===== src/rtl/pfb_defines.svh =====
`ifndef PFB_DEFINES_SVH
`define PFB_DEFINES_SVH

// Register indices on the plain register port
`define PFB_ADDR_CTRL     4'h0
`define PFB_ADDR_STATUS   4'h1
`define PFB_ADDR_TGT_LO   4'h2
`define PFB_ADDR_TGT_HI   4'h3

// Control register fields and reset value
`define PFB_CTRL_GUARD    0
`define PFB_CTRL_SCLR     1
`define PFB_CTRL_RESET    8'h01

// Status register fields
`define PFB_ST_FULL       4
`define PFB_ST_EMPTY      5
`define PFB_ST_OVF        6
`define PFB_ST_UNF        7

// Return stack geometry
`define PFB_STACK_DEPTH   12
`define PFB_ENTRY_W       25

// Stack entry layout: {bank, int enable, n, v, c, z, pc}
`define PFB_ENT_PC        15:0
`define PFB_ENT_FLAGS     19:16
`define PFB_ENT_IEN       20
`define PFB_ENT_BANK      24:21

`endif


===== src/rtl/pfb_pkg.sv =====
package pfb_pkg;

  // Decoded program-flow operation, one-hot
  typedef enum logic [6:0] {
    PFB_OP_REL_JUMP  = 7'h01,  // Unconditional relative jump
    PFB_OP_COND_REL  = 7'h02,  // Flag-tested relative jump
    PFB_OP_LONG_JUMP = 7'h04,  // Unconditional absolute jump
    PFB_OP_COND_LONG = 7'h08,  // Register-bit-tested absolute jump
    PFB_OP_ROT_MASK  = 7'h10,  // Rotate-and-mask table jump
    PFB_OP_CALL_REL  = 7'h20,  // Relative call
    PFB_OP_CALL_LONG = 7'h40   // Absolute call
  } pfb_op_t;

  // Operand addressing mode, one-hot
  typedef enum logic [3:0] {
    PFB_AM_IMM = 4'h1,
    PFB_AM_REG = 4'h2,
    PFB_AM_ABS = 4'h4,
    PFB_AM_IDX = 4'h8
  } pfb_mode_t;

endpackage : pfb_pkg


===== src/rtl/pfb_branch_unit.sv =====
// Summary of operation
// - Conditional relative jump adds sign-extended displacement
// - Displacement adds to next-instruction address
// - Selector 0-3 picks zero carry overflow negative
// - Selector 4-7 picks transceiver status bits
// - Condition aliases are fixed flag/state relative jumps
// - Long conditional jump tests register bit position
// - Unconditional long jump takes all four addressing modes; relative jump takes immediate and register only
// - Conditional jumps: immediate relative, absolute long
// - Table jump rotates, masks copy, adds signed
// - Table jump displacement bit zero forced low
// - Relative call and absolute call provided
// - Call pushes pc, enable, flags, bank
// - Twelve-entry stack shared with interrupts
`include "pfb_defines.svh"
`timescale 1ns/1ps
`default_nettype none

module pfb_branch_unit (
  // Clock and reset
  input  wire logic           ref_clk,
  input  wire logic           rst,
  // Decoded operation from the instruction decoder
  input  wire logic           opValid,
  input  wire pfb_pkg::pfb_op_t   opKind,
  input  wire pfb_pkg::pfb_mode_t opMode,
  input  wire logic [2:0]     flagSel,
  input  wire logic           wantState,
  input  wire logic [7:0]     dispImm,
  input  wire logic [15:0]    targetAbs,
  input  wire logic [15:0]    indexAddr,
  input  wire logic [7:0]     srcReg,
  input  wire logic [2:0]     bitPos,
  input  wire logic [2:0]     rotCount,
  input  wire logic [2:0]     maskCount,
  input  wire logic [15:0]    nextPc,
  // Flag sources
  input  wire logic           zeroFlag,
  input  wire logic           carryFlag,
  input  wire logic           overflowFlag,
  input  wire logic           negativeFlag,
  input  wire logic           receiverActiveFlag,
  input  wire logic           receiverErrorFlag,
  input  wire logic           rxDataAvailableFlag,
  input  wire logic           txQueueFullFlag,
  input  wire logic           globalInterruptEnable,
  input  wire logic [3:0]     bankSel,
  // Shared stack access from interrupt and return logic
  input  wire logic           intPush,
  input  wire logic [15:0]    intPc,
  input  wire logic           stackPop,
  output logic                popValid,
  output logic [15:0]         popPc,
  output logic [3:0]          popFlags,
  output logic                popIntEnable,
  output logic [3:0]          popBank,
  // Program counter redirect
  output logic                pcLoad,
  output logic [15:0]         pcTarget,
  output logic                flushFetch,
  // Register port
  input  wire logic [3:0]     regAddr,
  input  wire logic [7:0]     regWdata,
  input  wire logic           regWr,
  input  wire logic           regRd,
  output logic [7:0]          regRdata
);

  // Stack storage and occupancy
  logic [`PFB_ENTRY_W-1:0] stackMem [0:`PFB_STACK_DEPTH-1];
  logic [3:0]  depth;            // Entries in use
  logic        stackFull;        // No room left
  logic        stackEmpty;       // Nothing to pop
  // Software state
  logic [7:0]  ctrl;             // Control register
  logic        ovfSticky;        // Push refused or lost
  logic        unfSticky;        // Pop on empty stack
  // Decode results
  logic        flagBit;          // Selected condition flag
  logic        isCall;           // Operation is a call
  logic        illegalMode;      // Mode not allowed for this form
  logic        wantTake;         // Condition met before stack check
  logic        taken;            // Branch is actually taken
  logic [15:0] next_target;      // Computed destination
  logic [7:0]  tableDisp;        // Rotated and masked displacement
  logic        callPush;         // A call writes the stack
  logic        anyPush;          // Call or interrupt writes
  logic        doPush;           // Push that fits or, guard off, overwrites the top
  logic        doPop;            // Pop that has data
  logic        sclrPulse;        // Software stack clear
  logic [`PFB_ENTRY_W-1:0] pushEntry;

  assign stackFull  = (depth == 4'(`PFB_STACK_DEPTH));
  assign stackEmpty = (depth == 4'h0);
  assign sclrPulse  = regWr && (regAddr == `PFB_ADDR_CTRL) && regWdata[`PFB_CTRL_SCLR];

  // Flag select: ALU condition flags in the low half, transceiver bits above
  always_comb begin
    unique case (flagSel)
      3'h0:    flagBit = zeroFlag;
      3'h1:    flagBit = carryFlag;
      3'h2:    flagBit = overflowFlag;
      3'h3:    flagBit = negativeFlag;
      3'h4:    flagBit = receiverActiveFlag;
      3'h5:    flagBit = receiverErrorFlag;
      3'h6:    flagBit = rxDataAvailableFlag;
      3'h7:    flagBit = txQueueFullFlag;
    endcase
  end

  // Table jump: rotate a copy right, keep low bits, clear bit zero
  // The source register itself is never written here
  always_comb begin
    logic [15:0] dbl;
    dbl       = {srcReg, srcReg} >> rotCount;
    tableDisp = dbl[7:0] & (8'hFF >> maskCount) & 8'hFE;
  end

  // Destination and condition for each operation
  // Aliases arrive already as flag selector plus wanted state
  always_comb begin
    next_target = nextPc;
    wantTake    = 1'b0;
    illegalMode = 1'b0;
    isCall      = 1'b0;
    unique case (opKind)
      pfb_pkg::PFB_OP_REL_JUMP: begin
        wantTake    = 1'b1;
        illegalMode = !(opMode == pfb_pkg::PFB_AM_IMM || opMode == pfb_pkg::PFB_AM_REG);
        if (opMode == pfb_pkg::PFB_AM_REG) begin
          next_target = nextPc + {{8{srcReg[7]}}, srcReg};
        end else begin
          next_target = nextPc + {{8{dispImm[7]}}, dispImm};
        end
      end
      pfb_pkg::PFB_OP_COND_REL: begin
        wantTake    = (flagBit == wantState);
        illegalMode = (opMode != pfb_pkg::PFB_AM_IMM);
        next_target = nextPc + {{8{dispImm[7]}}, dispImm};
      end
      pfb_pkg::PFB_OP_LONG_JUMP: begin
        wantTake = 1'b1;
        unique case (opMode)
          pfb_pkg::PFB_AM_IMM: next_target = {8'h00, dispImm};
          pfb_pkg::PFB_AM_REG: next_target = {8'h00, srcReg};
          pfb_pkg::PFB_AM_ABS: next_target = targetAbs;
          pfb_pkg::PFB_AM_IDX: next_target = indexAddr;
          default:             illegalMode = 1'b1;
        endcase
      end
      pfb_pkg::PFB_OP_COND_LONG: begin
        wantTake    = (srcReg[bitPos] == wantState);
        illegalMode = (opMode != pfb_pkg::PFB_AM_ABS);
        next_target = targetAbs;
      end
      pfb_pkg::PFB_OP_ROT_MASK: begin
        wantTake    = 1'b1;
        next_target = nextPc + {{8{tableDisp[7]}}, tableDisp};
      end
      pfb_pkg::PFB_OP_CALL_REL: begin
        wantTake    = 1'b1;
        isCall      = 1'b1;
        next_target = nextPc + {{8{dispImm[7]}}, dispImm};
      end
      pfb_pkg::PFB_OP_CALL_LONG: begin
        wantTake    = 1'b1;
        isCall      = 1'b1;
        next_target = targetAbs;
      end
      default: illegalMode = 1'b1;  // Non one-hot code does nothing
    endcase
  end

  // A call that cannot be stacked under the guard is not taken,
  // so the return address is never silently lost; a pop in the
  // same cycle frees the top slot, so that call still goes
  assign callPush = opValid && isCall && !illegalMode;
  assign taken    = opValid && wantTake && !illegalMode &&
                    !(isCall && stackFull && ctrl[`PFB_CTRL_GUARD] && !doPop);
  assign anyPush  = (callPush || intPush) && !sclrPulse;
  assign doPop    = stackPop && !stackEmpty && !sclrPulse;
  // Without the guard a full stack overwrites its top entry
  assign doPush   = anyPush && (!stackFull || !ctrl[`PFB_CTRL_GUARD] || doPop);

  // Entry contents; a call wins over an interrupt in the same cycle
  assign pushEntry = callPush ?
    {bankSel, globalInterruptEnable, negativeFlag, overflowFlag,
     carryFlag, zeroFlag, nextPc} :
    {bankSel, globalInterruptEnable, negativeFlag, overflowFlag,
     carryFlag, zeroFlag, intPc};

  // Redirect pulse to the fetch unit and its destination
  always_ff @(posedge ref_clk or posedge rst) begin
    if (rst) begin
      pcLoad     <= 1'b0;
      flushFetch <= 1'b0;
      pcTarget   <= 16'h0000;
    end else begin
      pcLoad     <= taken;
      flushFetch <= taken;
      if (taken) begin
        pcTarget <= next_target;
      end
    end
  end

  // Stack occupancy: twelve entries, calls and interrupts share them
  always_ff @(posedge ref_clk or posedge rst) begin
    if (rst) begin
      depth <= 4'h0;
    end else if (sclrPulse) begin
      depth <= 4'h0;
    end else if (doPush && !doPop && !stackFull) begin
      depth <= depth + 4'h1;
    end else if (doPop && !doPush) begin
      depth <= depth - 4'h1;
    end
  end

  // Stack storage; push with pop replaces the top in place
  always_ff @(posedge ref_clk) begin
    if (doPush) begin
      if (doPop || stackFull) begin
        stackMem[depth - 4'h1] <= pushEntry;
      end else begin
        stackMem[depth] <= pushEntry;
      end
    end
  end

  // Popped entry, valid for one cycle after the pop request
  always_ff @(posedge ref_clk or posedge rst) begin
    if (rst) begin
      popValid <= 1'b0;
      popPc    <= 16'h0000;
      popFlags <= 4'h0;
      popIntEnable <= 1'b0;
      popBank  <= 4'h0;
    end else begin
      popValid <= doPop;
      if (doPop) begin
        popPc    <= stackMem[depth - 4'h1][`PFB_ENT_PC];
        popFlags <= stackMem[depth - 4'h1][`PFB_ENT_FLAGS];
        popIntEnable <= stackMem[depth - 4'h1][`PFB_ENT_IEN];
        popBank  <= stackMem[depth - 4'h1][`PFB_ENT_BANK];
      end
    end
  end

  // Control register; the clear bit is a pulse and is not stored
  always_ff @(posedge ref_clk or posedge rst) begin
    if (rst) begin
      ctrl <= `PFB_CTRL_RESET;
    end else if (regWr && regAddr == `PFB_ADDR_CTRL) begin
      ctrl <= {7'h00, regWdata[`PFB_CTRL_GUARD]};
    end
  end

  // Sticky stack errors; a new event beats a write-one clear
  always_ff @(posedge ref_clk or posedge rst) begin
    if (rst) begin
      ovfSticky <= 1'b0;
      unfSticky <= 1'b0;
    end else begin
      if (anyPush && stackFull && !doPop) begin
        ovfSticky <= 1'b1;
      end else if (regWr && regAddr == `PFB_ADDR_STATUS && regWdata[`PFB_ST_OVF]) begin
        ovfSticky <= 1'b0;
      end
      if (stackPop && stackEmpty) begin
        unfSticky <= 1'b1;
      end else if (regWr && regAddr == `PFB_ADDR_STATUS && regWdata[`PFB_ST_UNF]) begin
        unfSticky <= 1'b0;
      end
    end
  end

  // Read data one cycle after the read strobe; unmapped reads zero
  always_ff @(posedge ref_clk or posedge rst) begin
    if (rst) begin
      regRdata <= 8'h00;
    end else if (regRd) begin
      unique case (regAddr)
        `PFB_ADDR_CTRL:   regRdata <= ctrl;
        `PFB_ADDR_STATUS: regRdata <= {unfSticky, ovfSticky, stackEmpty, stackFull, depth};
        `PFB_ADDR_TGT_LO: regRdata <= pcTarget[7:0];
        `PFB_ADDR_TGT_HI: regRdata <= pcTarget[15:8];
        default:          regRdata <= 8'h00;
      endcase
    end else begin
      regRdata <= 8'h00;
    end
  end

  // Checks next to the logic they guard
  cond_rel_a: assert property (@(posedge ref_clk) disable iff (rst)
    opValid && opKind == pfb_pkg::PFB_OP_COND_REL && opMode == pfb_pkg::PFB_AM_IMM
    |=> pcLoad == ($past(flagBit) == $past(wantState)))
    else $error("conditional relative jump decision wrong");

  rel_base_a: assert property (@(posedge ref_clk) disable iff (rst)
    opValid && opKind == pfb_pkg::PFB_OP_REL_JUMP && opMode == pfb_pkg::PFB_AM_IMM
    |=> pcTarget == $past(nextPc) + {{8{$past(dispImm[7])}}, $past(dispImm)})
    else $error("relative target not next pc plus displacement");

  flag_sel_a: assert property (@(posedge ref_clk) disable iff (rst)
    flagSel == 3'h1 |-> flagBit == carryFlag)
    else $error("carry flag not selected by code one");

  tsr_sel_a: assert property (@(posedge ref_clk) disable iff (rst)
    flagSel == 3'h6 |-> flagBit == rxDataAvailableFlag)
    else $error("data available not selected by code six");

  long_bit_a: assert property (@(posedge ref_clk) disable iff (rst)
    opValid && opKind == pfb_pkg::PFB_OP_COND_LONG && opMode == pfb_pkg::PFB_AM_ABS
    && srcReg[bitPos] == wantState |=> pcLoad && pcTarget == $past(targetAbs))
    else $error("long conditional jump not taken on bit match");

  cond_mode_a: assert property (@(posedge ref_clk) disable iff (rst)
    opValid && opKind == pfb_pkg::PFB_OP_COND_REL && opMode != pfb_pkg::PFB_AM_IMM
    |=> !pcLoad)
    else $error("conditional relative jump accepted a non-immediate mode");

  table_lsb_a: assert property (@(posedge ref_clk) disable iff (rst)
    opValid && opKind == pfb_pkg::PFB_OP_ROT_MASK
    |=> pcLoad && (pcTarget[0] == $past(nextPc[0])))
    else $error("table jump displacement bit zero not clear");

  call_push_a: assert property (@(posedge ref_clk) disable iff (rst)
    opValid && opKind == pfb_pkg::PFB_OP_CALL_LONG && depth < 4'hB && !stackPop
    && !sclrPulse |=> depth == $past(depth) + 4'h1 ##1 1'b1)
    else $error("call did not push one entry");

  depth_max_a: assert property (@(posedge ref_clk) disable iff (rst)
    depth <= 4'(`PFB_STACK_DEPTH))
    else $error("stack depth beyond twelve");

  flush_a: assert property (@(posedge ref_clk) disable iff (rst)
    pcLoad == flushFetch)
    else $error("redirect without fetch discard");

endmodule : pfb_branch_unit

`default_nettype wire


===== config.mk =====
export PLATFORM = sky130hd
export DESIGN_NAME = pfb_branch_unit
export DESIGN_NICKNAME = d
export VERILOG_FILES = /design/src/rtl/pfb_pkg.sv /design/src/rtl/pfb_branch_unit.sv
export VERILOG_INCLUDE_DIRS = /design/src /design/src/rtl
export SDC_FILE = /design/constraint.sdc
export NUM_CORES = 1
export LEC_CHECK = 0
export BUFFER_PORTS_ARGS = -buffer_cell sky130_fd_sc_hd__buf_2
export CAP_MARGIN = 5
export CORE_ASPECT_RATIO = 1.25
export CORE_MARGIN = 2
export CORE_UTILIZATION = 45
export DETAILED_ROUTE_END_ITERATION = 12
export HOLD_SLACK_MARGIN = 0.02
export PLACE_DENSITY = 0.73
export SLEW_MARGIN = 20
export SYNTH_ARGS = -nofsm -noshare
export SYNTH_HDL_FRONTEND = slang
export SYNTH_SLANG_ARGS = --single-unit

===== constraint.sdc =====
create_clock -name ref_clk -period 5.05 [get_ports ref_clk]
set_clock_uncertainty 0.2 [all_clocks]
set_input_delay 1.515 -clock ref_clk [delete_from_list [all_inputs] [get_ports ref_clk]]
set_output_delay 1.515 -clock ref_clk [all_outputs]
set_load 0.01 [all_outputs]

==> qor.yml, run 1 <==
status:
  status: "finished clean"
power_and_ir_drop:
  clkPwrFrac_pct: 24.4
  max-vdd-ir-drop_mv: 0.450
  p_int_mw: 6.95
  swShare_pct: 33.0
  p_comb_share_pct: 36.6
  switching_power_mw: 3.43
  seqPwrFrac_pct: 39.0
  p_leak_nw: 7.58
  p_per_area_nw_per_um2: 503
drt:
  first_iter_violations: 1176
  drc: 0
  post_drt_wl_per_cell_um: 23.6
  drtPass1Iterations: 5
  num_vias: 11800
  antenna_left: 0
  via_per_inst: 5.99
  wirelength_um: 46600
yosys:
  synth.most_common_cell: "edfxtp_1"
  ys_warn_count: 0
  synth_commonest_cells: "edfxtp_1 (300), nand2_1 (101), o21ai_0 (86), mux4_2 (84), nor2_1 (73)"
  synth_top_area_share_pct: 51.1
  synthArstFlopShare_pct: 16.2
  synth_flop_cell: "edfxtp_1"
  synthDistinctLibCells: 73
  avgSynthCellArea_sq_um: 14.2
  synth-edff-count: 300
  postSynthCellCount: 1239
  seq_area_frac_synth_pct: 59.3
  syn_area_sq_um: 17600
  netlist_top_cells_area: "edfxtp_1 (51%), mux4_2 (11%), dfrtp_1 (8.1%), ha_1 (3.3%), o21ai_0 (2.4%)"
  syn_nets: 1424
  synth_seq_cells: 358
  synth_top_area_cell: "edfxtp_1"
worst_setup_path:
  critPathKind: "input pin to register"
  timing.rr.end: "stackMem[6][15]$_DFFE_PP_"
  cp_max_fo: 7
  cp-end-kind: "register"
  required_ns: 5.27
  arrival_ns: 4.77
  timing.reg2reg.setup_slack_ns: 1.49
  r2r-start: "depth[1]$_DFFE_PP0P_"
  startpoint_type: "input pin"
  worst_r2r_path_depth: 10
placement:
  dpl_cell_area_sq_um: 19500
  port_buffers: 183
  dp_hpwl_um: 31600
  post-place-ws_ns: -0.00481
  gp_congestion: 0.964
clock_network:
  cts-root-buf: "clkbuf_16"
  hold_buffers: 0
  numCtsBuffers: 34
  cts_setup_buffers: 0
  clk_pin_slew_ns: 0.06
  cts_tree: "built"
  cts.repair.resized: 0
  htreeDepth: 2
  clock_latency_ns: 0.51
  clock-sinks: 358
  cts_buffer_depth: 3
grt:
  gr-usage-all-layers_pct: 22.7
  antenna_found_initial: 4
  met2_usage_pct: 40.4
  grt-ovfl-total: 0
  grt_pass1_wl_um: 70200
  grt_busiest_layer: "met2"
  grt_max_degree: 53
  grtUsageMet3_pct: 3.51
  grt_pass1_vias: 12000
  gr-usage-met1_pct: 28.9
die:
  die_x_um: 181
  die_h_um: 225
  initial_utilization_pct: 45.3
  die-area_sq_um: 40800
  ioPinCount: 188
  core_sq_um: 38900
  rows: 81
timing:
  max_freq_ghz: 0.220
  finalCritPeriodShare_pct: 90.2
  relSlewSlack_pct: 33.7
  tightest_slew_ns: 0.990
  min_period_ns: 4.55
  finalMaxSlewViolations: 0
  grt_setup_unrepaired: "false"
  setup_ws_ns: 0.497
  setup_viol: 0
  hold_viol: 0
job:
  max_cap_violations: 0
cells_and_area:
  syn_to_final_growth_pct: 17.0
  postLayoutCellArea_sq_um: 20600
  drive_gt1_share_pct: 29.6
  final_nets: 1633
min_path:
  hold_depth: 2
  holdPathEnd: "popFlags[1]$_DFFE_PP0P_"
  holdCritStartpoint: "popFlags[1]$_DFFE_PP0P_"
  worst_hold_path_type: "register to register"
## power groups by stage
stage | Combinational (mW) | Clock (mW) | Sequential (mW)
finish | 3.81 | 2.53 | 4.05
global route | 4.16 | 2.66 | 4.09
CTS | 3.86 | 2.55 | 4.05
detailed placement | 3.82 | 0 | 4.10
global placement | 3.76 | 0 | 4.07
floorplan | 2.57 | 0 | 4.05
## state kept, by name (all words and copies together), names as in the netlist
name          cells
popValid          1
depth             4
ovfSticky         1
popIntEnable      1
pcTarget         16
flushFetch        1
popPc            16
popBank           4
regRdata          8
unfSticky         1
stackMem        300
ctrl              1
popFlags          4
## stage by stage
| step | hold WS, ns | util [%] | total power [mW] | TNS, ns | instances |
|---|---|---|---|---|---|
| after floorplan | 0.266 | - | 6.63 | -18.06 | 1239 |
| after global placement | 0.258 | 50.2 | 7.83 | 0 | 1910 |
| after detailed placement | 0.265 | 50.2 | 7.92 | -0.00481 | 1910 |
| after CTS | 0.279 | 53.0 | 10.5 | 0 | 1971 |
| after global routing | 0.304 | 53.0 | 10.9 | 0 | 1971 |
| final | 0.271 | 53.0 | 10.4 | 0 | 1973 |
## cells in the final DEF (no fill, tap or decap), types with 19 or more instances in the layout
cell type  count
nor2_1        65
edfxtp_1     300
dfrtp_1       56
o21ai_0       86
buf_2        183
nand2_1      101
a211oi_1      20
a21o_1        20
clkbuf_16     35
a21oi_1       50
mux2_2        30
mux2i_1       39
mux4_2        84
buf_4         45
nand3_1       19
ha_1          45
xnor2_1       24
## routing by layer
metal	routed length, um	vias up	part of all wire [%]
met5	27	-	0.058
met4	1010	4	2.2
met3	2950	72	6.3
met2	24000	461	51
met1	18600	5935	40
li1	-	5356	-
## worst max-delay path: stages
cell,delay (ns)
buf_2,0.17
mux2_2,0.36
nand2_1,0.06
o21ai_0,0.12
o21ai_0,0.21
a31oi_1,0.06
ha_1,0.22
fa_1,0.43
a211oi_1,0.37
o21ai_0,0.22
nand3_1,0.19
a21oi_1,0.09
or3_1,0.37
a21o_1,0.20
a41oi_1,0.19
## worst max-delay path by stage
stage	from	end	slack [ns]	depth (start not counted)
4_1_cts	rotCount[1]	pcTarget[15]$_DFFE_PP0P_	0.51	15
6_report	rotCount[1]	pcTarget[15]$_DFFE_PP0P_	0.50	15
2_1_floorplan	opKind[6]	stackMem[3][0]$_DFFE_PP_	-0.25	8
3_5_place_dp	rotCount[1]	pcTarget[15]$_DFFE_PP0P_	-0.005	15
5_1_grt	rotCount[1]	pcTarget[12]$_DFFE_PP0P_	0.27	15
3_3_place_gp	rotCount[1]	pcTarget[15]$_DFFE_PP0P_	0.04	15
## logic make-up after synthesis
family,count (synthesis),synth area share (%)
flops,358,59.3
simple gates,282,7.81
fa+ha+maj,49,3.60
mux,154,14.9
compound gates,282,10.6
buf+inv,73,1.69
xor+xnor,41,2.04
## layout make-up
cell class                 count  area (sq um)
clock inverter                15           154
timing repair buffer         237          1430
antenna                        2          5.00
multi-input combinational    808          6980
inverter                       9          33.8
fill                        3203         18300
tap                          498           623
clock buffer                  46           947
sequential                   358         10500
(Power assumes the default switching activity.)
==> run 2, diff against run 1 <==
ABC_AREA = 1   (was default)
CORE_ASPECT_RATIO = default   (was 1.25)
==> run 2 against run 1 <==
Maximum frequency increased by 6.6%. Highest routed layer is now met4. Sequential cell count is the same. Largest power group is now combinational logic. Wire length rose by 20%. Setup slack improved by 0.28 ns. Hold slack better by 0.036 ns. Sequential share of layout area fell by 1.6 points. Final cell count increased by 35%. Utilization shrank 0.52 points. Clock-buffer cell count unchanged. Via count up 29%.
==> qor.yml, run 2 <==
status:
  status: "finished clean"  # unchanged
clock_network:
  cts_tree: "built"  # unchanged
  cts_buffer_depth: 3  # unchanged
  cts_setup_buffers: 0  # unchanged
  htreeDepth: 2  # unchanged
  cts.repair.resized: 0  # unchanged
  clk_pin_slew_ns: 0.07  # was 0.06 ns
  hold_buffers: 0  # unchanged
  clock_latency_ns: 0.54  # was 0.51 ns
  cts-root-buf: "clkbuf_16"  # unchanged
  numCtsBuffers: 36  # was 34
  clock-sinks: 358  # unchanged
placement:
  dp_hpwl_um: 37700  # was 31,600 um
  port_buffers: 183  # unchanged
  gp_congestion: 0.950  # was 0.964
drt:
  antenna_left: 0  # unchanged
  num_vias: 15300  # was 11,800
  via_per_inst: 5.75  # was 5.99
  drtPass1Iterations: 5  # unchanged
  first_iter_violations: 1566  # was 1,176
  wirelength_um: 55800  # was 46,600 um
  post_drt_wl_per_cell_um: 21.0  # was 23.6 um
  drc: 0  # unchanged
cells_and_area:
  syn_to_final_growth_pct: 15.7  # was 17.0%
  top_register: "stackMem"  # unchanged
  mostFrequentLayoutCells: "nand2_1 (328), edfxtp_1 (300), nor2_1 (260)"  # was edfxtp_1 (300), buf_2 (183), nand2_1 (101)
  fillers: 3622  # was 3,203
  final_util_pct: 52.5  # was 53.0%
  largest_register_ffs: 300  # unchanged
  top_regs: "stackMem (300), pcTarget (16), popPc (16)"  # unchanged
  drive_gt1_share_pct: 17.3  # was 29.6%
  layout_commonest_cell: "nand2_1"  # was edfxtp_1
  final_nets: 2284  # was 1,633
yosys:
  synth_commonest_cells: "nand2_1 (328), edfxtp_1 (300), nor2_1 (273), o21ai_0 (218), nand3_1 (136)"  # was edfxtp_1 (300), nand2_1 (101), o21ai_0 (86), mux4_2 (84), nor2_1 (73)
  avgSynthCellArea_sq_um: 9.61  # was 14.2 sq um
  synth-edff-count: 300  # unchanged
  synth_top_area_cell: "edfxtp_1"  # unchanged
  netlist_top_cells_area: "edfxtp_1 (49%), dfrtp_1 (7.8%), nand2_1 (6.7%), o21ai_0 (5.9%), nor2_1 (5.6%)"  # was edfxtp_1 (51%), mux4_2 (11%), dfrtp_1 (8.1%), ha_1 (3.3%), o21ai_0 (2.4%)
  synth.most_common_cell: "nand2_1"  # was edfxtp_1
  synth_flop_cell: "edfxtp_1"  # unchanged
  seq_area_frac_synth_pct: 56.9  # was 59.3%
  postSynthCellCount: 1915  # was 1,239
  synthDistinctLibCells: 57  # was 73
  synth_top_area_share_pct: 49.0  # was 51.1%
  syn_nets: 2100  # was 1,424
  ys_warn_count: 0  # unchanged
  syn_area_sq_um: 18400  # was 17,600 sq um
  synthArstFlopShare_pct: 16.2  # unchanged
  synth_seq_cells: 358  # unchanged
worst_setup_path:
  cp_slowest_cell: "o21ai_0"  # was fa_1
  startpoint_type: "input pin"  # unchanged
  critPathKind: "input pin to register"  # unchanged
  cp_max_fo: 11  # was 7
  r2r-start: "depth[0]$_DFFE_PP0P_"  # was depth[1]$_DFFE_PP0P_
  cp-startpoint: "srcReg[7]"  # was rotCount[1]
  worst-path-buf-inv: 3  # was 1
  arrival_ns: 4.50  # was 4.77 ns
  crit_path_frequent_cell: "o21ai_0"  # unchanged
  crit_family: "compound AO/OA/AOI/OAI gates"  # unchanged
  crit_chain: "buf_2 -> inv_1 -> nand2_1 -> o21ai_0 -> o21ai_0 -> o21ai_0 -> a31oi_1 -> fa_1 -> inv_1 -> o21bai_1 -> a21oi_1 -> o21ai_0 -> nand3_1 -> nor2_1 -> o211ai_1 -> nand2_1 -> nand2_1"  # was buf_2 -> mux2_2 -> nand2_1 -> o21ai_0 -> o21ai_0 -> a31oi_1 -> ha_1 -> fa_1 -> a211oi_1 -> o21ai_0 -> nand3_1 -> a21oi_1 -> or3_1 -> a21o_1 -> a41oi_1
  max_stage_delay_ns: 0.33  # was 0.43 ns
  cp-end-kind: "register"  # unchanged
  required_ns: 5.28  # was 5.27 ns
timing:
  grt_setup_unrepaired: "false"  # unchanged
  relSlewSlack_pct: 28.5  # was 33.7%
  fin_setup_tns_ns: 0  # unchanged
  tightest_slew_ns: 1.07  # was 0.990 ns
  max_freq_ghz: 0.234  # was 0.220 GHz
  setup_viol: 0  # unchanged
  finalMaxSlewViolations: 0  # unchanged
  finalCritPeriodShare_pct: 84.6  # was 90.2%
  hold_viol: 0  # unchanged
  min_period_ns: 4.27  # was 4.55 ns
min_path:
  holdCritStartpoint: "ctrl[0]$_DFFE_PP1P_"  # was popFlags[1]$_DFFE_PP0P_
  worst_hold_path_type: "register to register"  # unchanged
power_and_ir_drop:
  p_leak_nw: 8.59  # was 7.58 nW
  switching_power_mw: 4.49  # was 3.43 mW
  p_total_mw: 11.3  # was 10.4 mW
  seqPwrFrac_pct: 36.0  # was 39.0%
  max-vdd-ir-drop_mv: 0.510  # was 0.450 mV
  p_per_area_nw_per_um2: 531  # was 503 nW/um^2
  p_comb_share_pct: 39.7  # was 36.6%
  clkPwrFrac_pct: 24.3  # was 24.4%
  swShare_pct: 39.8  # was 33.0%
  p_int_mw: 6.81  # was 6.95 mW
die:
  die_h_um: 206  # was 225 um
  core_sq_um: 40600  # was 38,900 sq um
  rows: 74  # was 81
  initial_utilization_pct: 45.4  # was 45.3%
  die-area_sq_um: 42500  # was 40,800 sq um
  ioPinCount: 188  # unchanged
  die_x_um: 206  # was 181 um
grt:
  grt-ovfl-total: 0  # unchanged
  grt_pass1_wl_um: 84500  # was 70,200 um
  grt_max_degree: 105  # was 53
  grt_pass1_vias: 15200  # was 12,000
  gr-usage-all-layers_pct: 26.4  # was 22.7%
  antenna_found_initial: 0  # was 4
job:
  max_cap_violations: 0  # unchanged
[run 2: cell count changes after synthesis, moves of 62 or more]
cell,previous run,this run
nor2_1,73,273
nand3_1,19,136
o21ai_0,86,218
inv_1,9,124
nand2_1,101,328
mux4_2,84,0
a21oi_1,50,112
[run 2: path summary, 6_finish.rpt]
kind	endpoint	slack, ns	cells after the start
max in group asynchronous	depth[0]$_DFFE_PP0P_	2.91	3
setup / recovery	pcTarget[5]$_DFFE_PP0P_	0.78	17
min in group asynchronous	flushFetch$_DFF_PP0_	1.02	3
hold / removal	ctrl[0]$_DFFE_PP1P_	0.31	2
hold reg to reg	ctrl[0]$_DFFE_PP1P_	0.31	2
setup reg to reg	stackMem[6][2]$_DFFE_PP_	1.32	11
[run 2: tightest hold or removal path, delay by kind of cell, from the launching register on]
family / cells / cell delay, ns
buffers and inverters: 1 / 0.07
AO/OA/AOI/OAI: 1 / 0.06
flip-flops: 1 / 0.37
[run 2: cells by family (layout without fill, tap and decap cells)]
group / count (synthesis) / after routing / synth area share [%]
AND/OR/NAND/NOR: 813 / 813 / 19.4
AO/OA/AOI/OAI: 455 / 455 / 14.3
flip-flops: 358 / 358 / 56.9
buffers and inverters: 213 / 424 / 4.63
adder cells (fa/ha/maj): 49 / 49 / 3.45
XOR/XNOR: 21 / 21 / 0.999
multiplexers: 6 / 6 / 0.367
other: 0 / 1 / 0
[run 2: power by group through the flow]
stage               registers, mW  clock network (mW)  logic [mW]
floorplan                    4.09                   0        2.80
global route                 4.13                2.89        4.93
CTS                          4.07                2.78        4.48
finish                       4.07                2.74        4.49
detailed placement           4.13                   0        4.46
global placement             4.11                   0        4.32
[run 2: stage by stage]
stage,hold WS [ns],instances,worst slack (ns),cell area (sq um)
after global routing,0.326,2658,0.479,21300
after detailed placement,0.296,2593,0.291,20100
final,0.306,2659,0.776,21300
after global placement,0.292,2593,0.332,20100
after CTS,0.306,2658,0.852,21300
after floorplan,0.261,1915,0.587,18400
[run 2: area by class of cell]
cell class	count	area [sq um]	area share (%)
Inverter	136	523	2.46
Timing Repair Buffer	223	1270	5.95
Tap cell	532	666	3.13
Clock inverter	19	239	1.12
Clock buffer	46	998	4.69
Multi-Input combinational cell	1344	7140	33.5
Sequential cell	358	10500	49.1
Antenna cell	1	2.50	0.0117
[run 2: routing by layer]
| layer | vias to the layer above | global-route usage [%] | routed length [um] |
|---|---|---|---|
| li1 | 7151 | - | - |
| met1 | 7341 | 33.5 | 22600 |
| met2 | 656 | 44.8 | 27000 |
| met3 | 143 | 3.03 | 3630 |
| met4 | 0 | 13.0 | 2590 |
| met5 | - | 0 | 0 |
==> run 3, diff against run 2 <==
ABC_AREA = 0   (was 1)
PLACE_DENSITY = 0.75   (was 0.73)
clock period = 3.7 ns   (was 5.05 ns; I/O delays follow)
==> run 3 against run 2 <==
Final area up 3.7%. Via count fell by 19%. Wire length decreased by 14%. Utilization increased by 4.6 points. Clock power increased by 24%. Global-route usage down 2.8 points. Non-clock buffer count rose by 139. Final cell count shrank 20%. Largest power group unchanged. Sequential cell count did not move. Die area shrank 4.0%. First-iteration DRC count shrank 18%.
==> qor.yml, run 3 (synthesis gave the netlist of run 1 again) <==
worst_setup_path:
  cp_max_fo: 9  # was 11
  worst-path-buf-inv: 2  # was 3
  crit_path_frequent_cell: "and3_4"  # was o21ai_0
  cp-startpoint: "rotCount[0]"  # was srcReg[7]
  arrival_ns: 3.84  # was 4.50 ns
  crit_family: "simple AND/OR/NAND/NOR gates"  # was compound AO/OA/AOI/OAI gates
  cp-end-kind: "register"  # unchanged
  startpoint_type: "input pin"  # unchanged
  r2r-start: "depth[0]$_DFFE_PP0P_"  # unchanged
  max_stage_delay_ns: 0.57  # was 0.33 ns
  cp_slowest_cell: "mux4_2"  # was o21ai_0
  critPathKind: "input pin to register"  # unchanged
  crit_chain: "buf_2 -> mux4_2 -> mux2i_4 -> nor4_4 -> buf_12 -> ha_1 -> and3_4 -> and3_4 -> nand3_1 -> a211oi_1 -> nand4b_1 -> a211oi_2 -> a31oi_1"  # was buf_2 -> inv_1 -> nand2_1 -> o21ai_0 -> o21ai_0 -> o21ai_0 -> a31oi_1 -> fa_1 -> inv_1 -> o21bai_1 -> a21oi_1 -> o21ai_0 -> nand3_1 -> nor2_1 -> o211ai_1 -> nand2_1 -> nand2_1
  required_ns: 3.90  # was 5.28 ns
  crit_cells: 13  # was 17
  worst_r2r_path_depth: 11  # unchanged
clock_network:
  numCtsBuffers: 36  # unchanged
  cts_tree: "built"  # unchanged
  hold_buffers: 0  # unchanged
  htreeDepth: 2  # unchanged
  clk_pin_slew_ns: 0.06  # was 0.07 ns
  cts-root-buf: "clkbuf_16"  # unchanged
  clock-sinks: 358  # unchanged
  cts_buffer_depth: 3  # unchanged
  clock_latency_ns: 0.52  # was 0.54 ns
drt:
  drc: 0  # unchanged
  wirelength_um: 48100  # was 55,800 um
  drtPass1Iterations: 7  # was 5
  num_vias: 12400  # was 15,300
  dr_wl_met2_um: 23200  # was 27,000 um
  wl_met1_um: 19600  # was 22,600 um
  antenna_left: 0  # unchanged
  first_iter_violations: 1284  # was 1,566
  post_drt_wl_per_cell_um: 22.7  # was 21.0 um
  top_layer: "met4"  # unchanged
  via_per_inst: 5.87  # was 5.75
  dr_wl_met3_um: 3360  # was 3630 um
grt:
  grt_pass1_wl_um: 73200  # was 84,500 um
  antenna_found_initial: 2  # was 0
  grt-ovfl-total: 0  # unchanged
  grt_pass1_vias: 12600  # was 15,200
  gr-usage-all-layers_pct: 23.5  # was 26.4%
  grt_max_degree: 86  # was 105
timing:
  min_period_ns: 3.64
  hold_viol: 0  # unchanged
  finalCritPeriodShare_pct: 98.4
  fin_setup_tns_ns: 0  # unchanged
  setup_ws_ns: 0.0584  # was 0.776 ns
  relSlewSlack_pct: 43.2  # was 28.5%
  tightest_slew_ns: 0.852  # was 1.07 ns
  max_freq_ghz: 0.275
  grt_setup_unrepaired: "true"  # was false
  finalMaxSlewViolations: 0  # unchanged
  setup_viol: 0  # unchanged
  hold_ws_ns: 0.272  # was 0.306 ns
placement:
  dp_hpwl_um: 33400  # was 37,700 um
  gp_congestion: 0.938  # was 0.950
  port_buffers: 183  # unchanged
  post-place-ws_ns: -0.856  # was 0.291 ns
cells_and_area:
  layout_commonest_cell: "edfxtp_1"  # was nand2_1
  top_register: "stackMem"  # unchanged
  final_nets: 1760  # was 2,284
  syn_to_final_growth_pct: 25.1  # was 15.7%
  fillers: 2986  # was 3,622
  mostFrequentLayoutCells: "edfxtp_1 (300), buf_2 (180), buf_4 (154)"  # was nand2_1 (328), edfxtp_1 (300), nor2_1 (260)
  top_regs: "stackMem (300), pcTarget (16), popPc (16)"  # unchanged
  drive_gt1_share_pct: 37.1  # was 17.3%
  largest_register_ffs: 300  # unchanged
power_and_ir_drop:
  p_total_mw: 14.5  # was 11.3 mW
  max-vdd-ir-drop_mv: 0.470  # was 0.510 mV
  p_comb_share_pct: 39.1  # was 39.7%
  swShare_pct: 33.6  # was 39.8%
  p_per_area_nw_per_um2: 658  # was 531 nW/um^2
  p_leak_nw: 8.30  # was 8.59 nW
  clkPwrFrac_pct: 23.4  # was 24.3%
  seqPwrFrac_pct: 37.5  # was 36.0%
  p_int_mw: 9.64  # was 6.81 mW
  switching_power_mw: 4.88  # was 4.49 mW
min_path:
  holdCritStartpoint: "popBank[0]$_DFFE_PP0P_"  # was ctrl[0]$_DFFE_PP1P_
  worst_hold_path_type: "register to register"  # unchanged
  hold_depth: 2  # unchanged
die:
  die-area_sq_um: 40800  # was 42,500 sq um
  rows: 72  # was 74
  initial_utilization_pct: 45.7  # was 45.4%
  ioPinCount: 188  # unchanged
  core_sq_um: 38600  # was 40,600 sq um
  die_x_um: 202  # was 206 um
  die_h_um: 202  # was 206 um
job:
  max_cap_violations: 0  # unchanged
status:
  status: "finished clean"  # unchanged
-- run 3: changes by cell type in the layout (fill, tap and decap cells not counted), moves of 22 or more --
cell,change
a21oi_1,-69
buf_4,+118
inv_1,-113
mux2_2,+22
mux2i_1,+38
mux4_2,+84
nand2_1,-227
nand3_1,-118
nor2_1,-195
o21ai_0,-139
o221ai_1,-49
o22ai_1,-27
-- run 3: tightest hold or removal path: cells and delay by family, from the launching register on --
kind / cells / cell delay (ns)
and+or+nand+nor: 1 / 0.04
DFF: 1 / 0.33
AOI/OAI and AO/OA: 1 / 0.06
-- run 3: cell type report --
class                   count  area [sq um]  area share [%]
diodes                      2          5.00          0.0227
clock buffers              45           945            4.28
clock inverters            20           153           0.691
inverters                   9          33.8           0.153
multi-input cells         808          7270            32.9
flip-flops and latches    358         10500            47.4
well taps                 518           648            2.94
repair buffers            362          2560            11.6
-- run 3: per-stage QoR --
| step | utilization (%) | instances | cell area [sq um] |
|---|---|---|---|
| after floorplan | - | 1239 | 17900 |
| after global placement | 53.7 | 2049 | 20800 |
| after detailed placement | 53.7 | 2049 | 20800 |
| after CTS | 56.7 | 2115 | 21900 |
| after global routing | 57.1 | 2122 | 22100 |
| final | 57.1 | 2122 | 22100 |
-- run 3: timing repair --
item / in CTS / in global routing
hold endpoints to repair: 0 / 0
setup buffers: 1 / 5
resized for setup: 2 / 29
pin swaps: 1 / 16
setup endpoints to repair: 7 / 6
-- run 3: per-layer routing --
layer	GRT usage (%)	vias to the layer above
li1	-	5617
met1	31.4	6166
met2	38.9	538
met3	3.47	128
met4	9.74	0
met5	0	-
-- run 3: worst paths after layout --
path                                         endpoint  slack, ns
setup / recovery             pcTarget[14]$_DFFE_PP0P_       0.06
hold / removal                 popBank[0]$_DFFE_PP0P_       0.27
max in group asynchronous         ctrl[0]$_DFFE_PP1P_       2.18
setup reg to reg           stackMem[10][13]$_DFFE_PP_       0.34
min in group asynchronous        popPc[1]$_DFFE_PP0P_       0.46
hold reg to reg                popBank[0]$_DFFE_PP0P_       0.27
-- run 3: power by group through the flow --
stage	combinational [mW]	sequential (mW)	clock, mW
CTS	5.68	5.45	3.45
floorplan	3.61	5.52	0
finish	5.68	5.45	3.39
global route	6.13	5.51	3.61
global placement	5.51	5.47	0
detailed placement	5.62	5.52	0
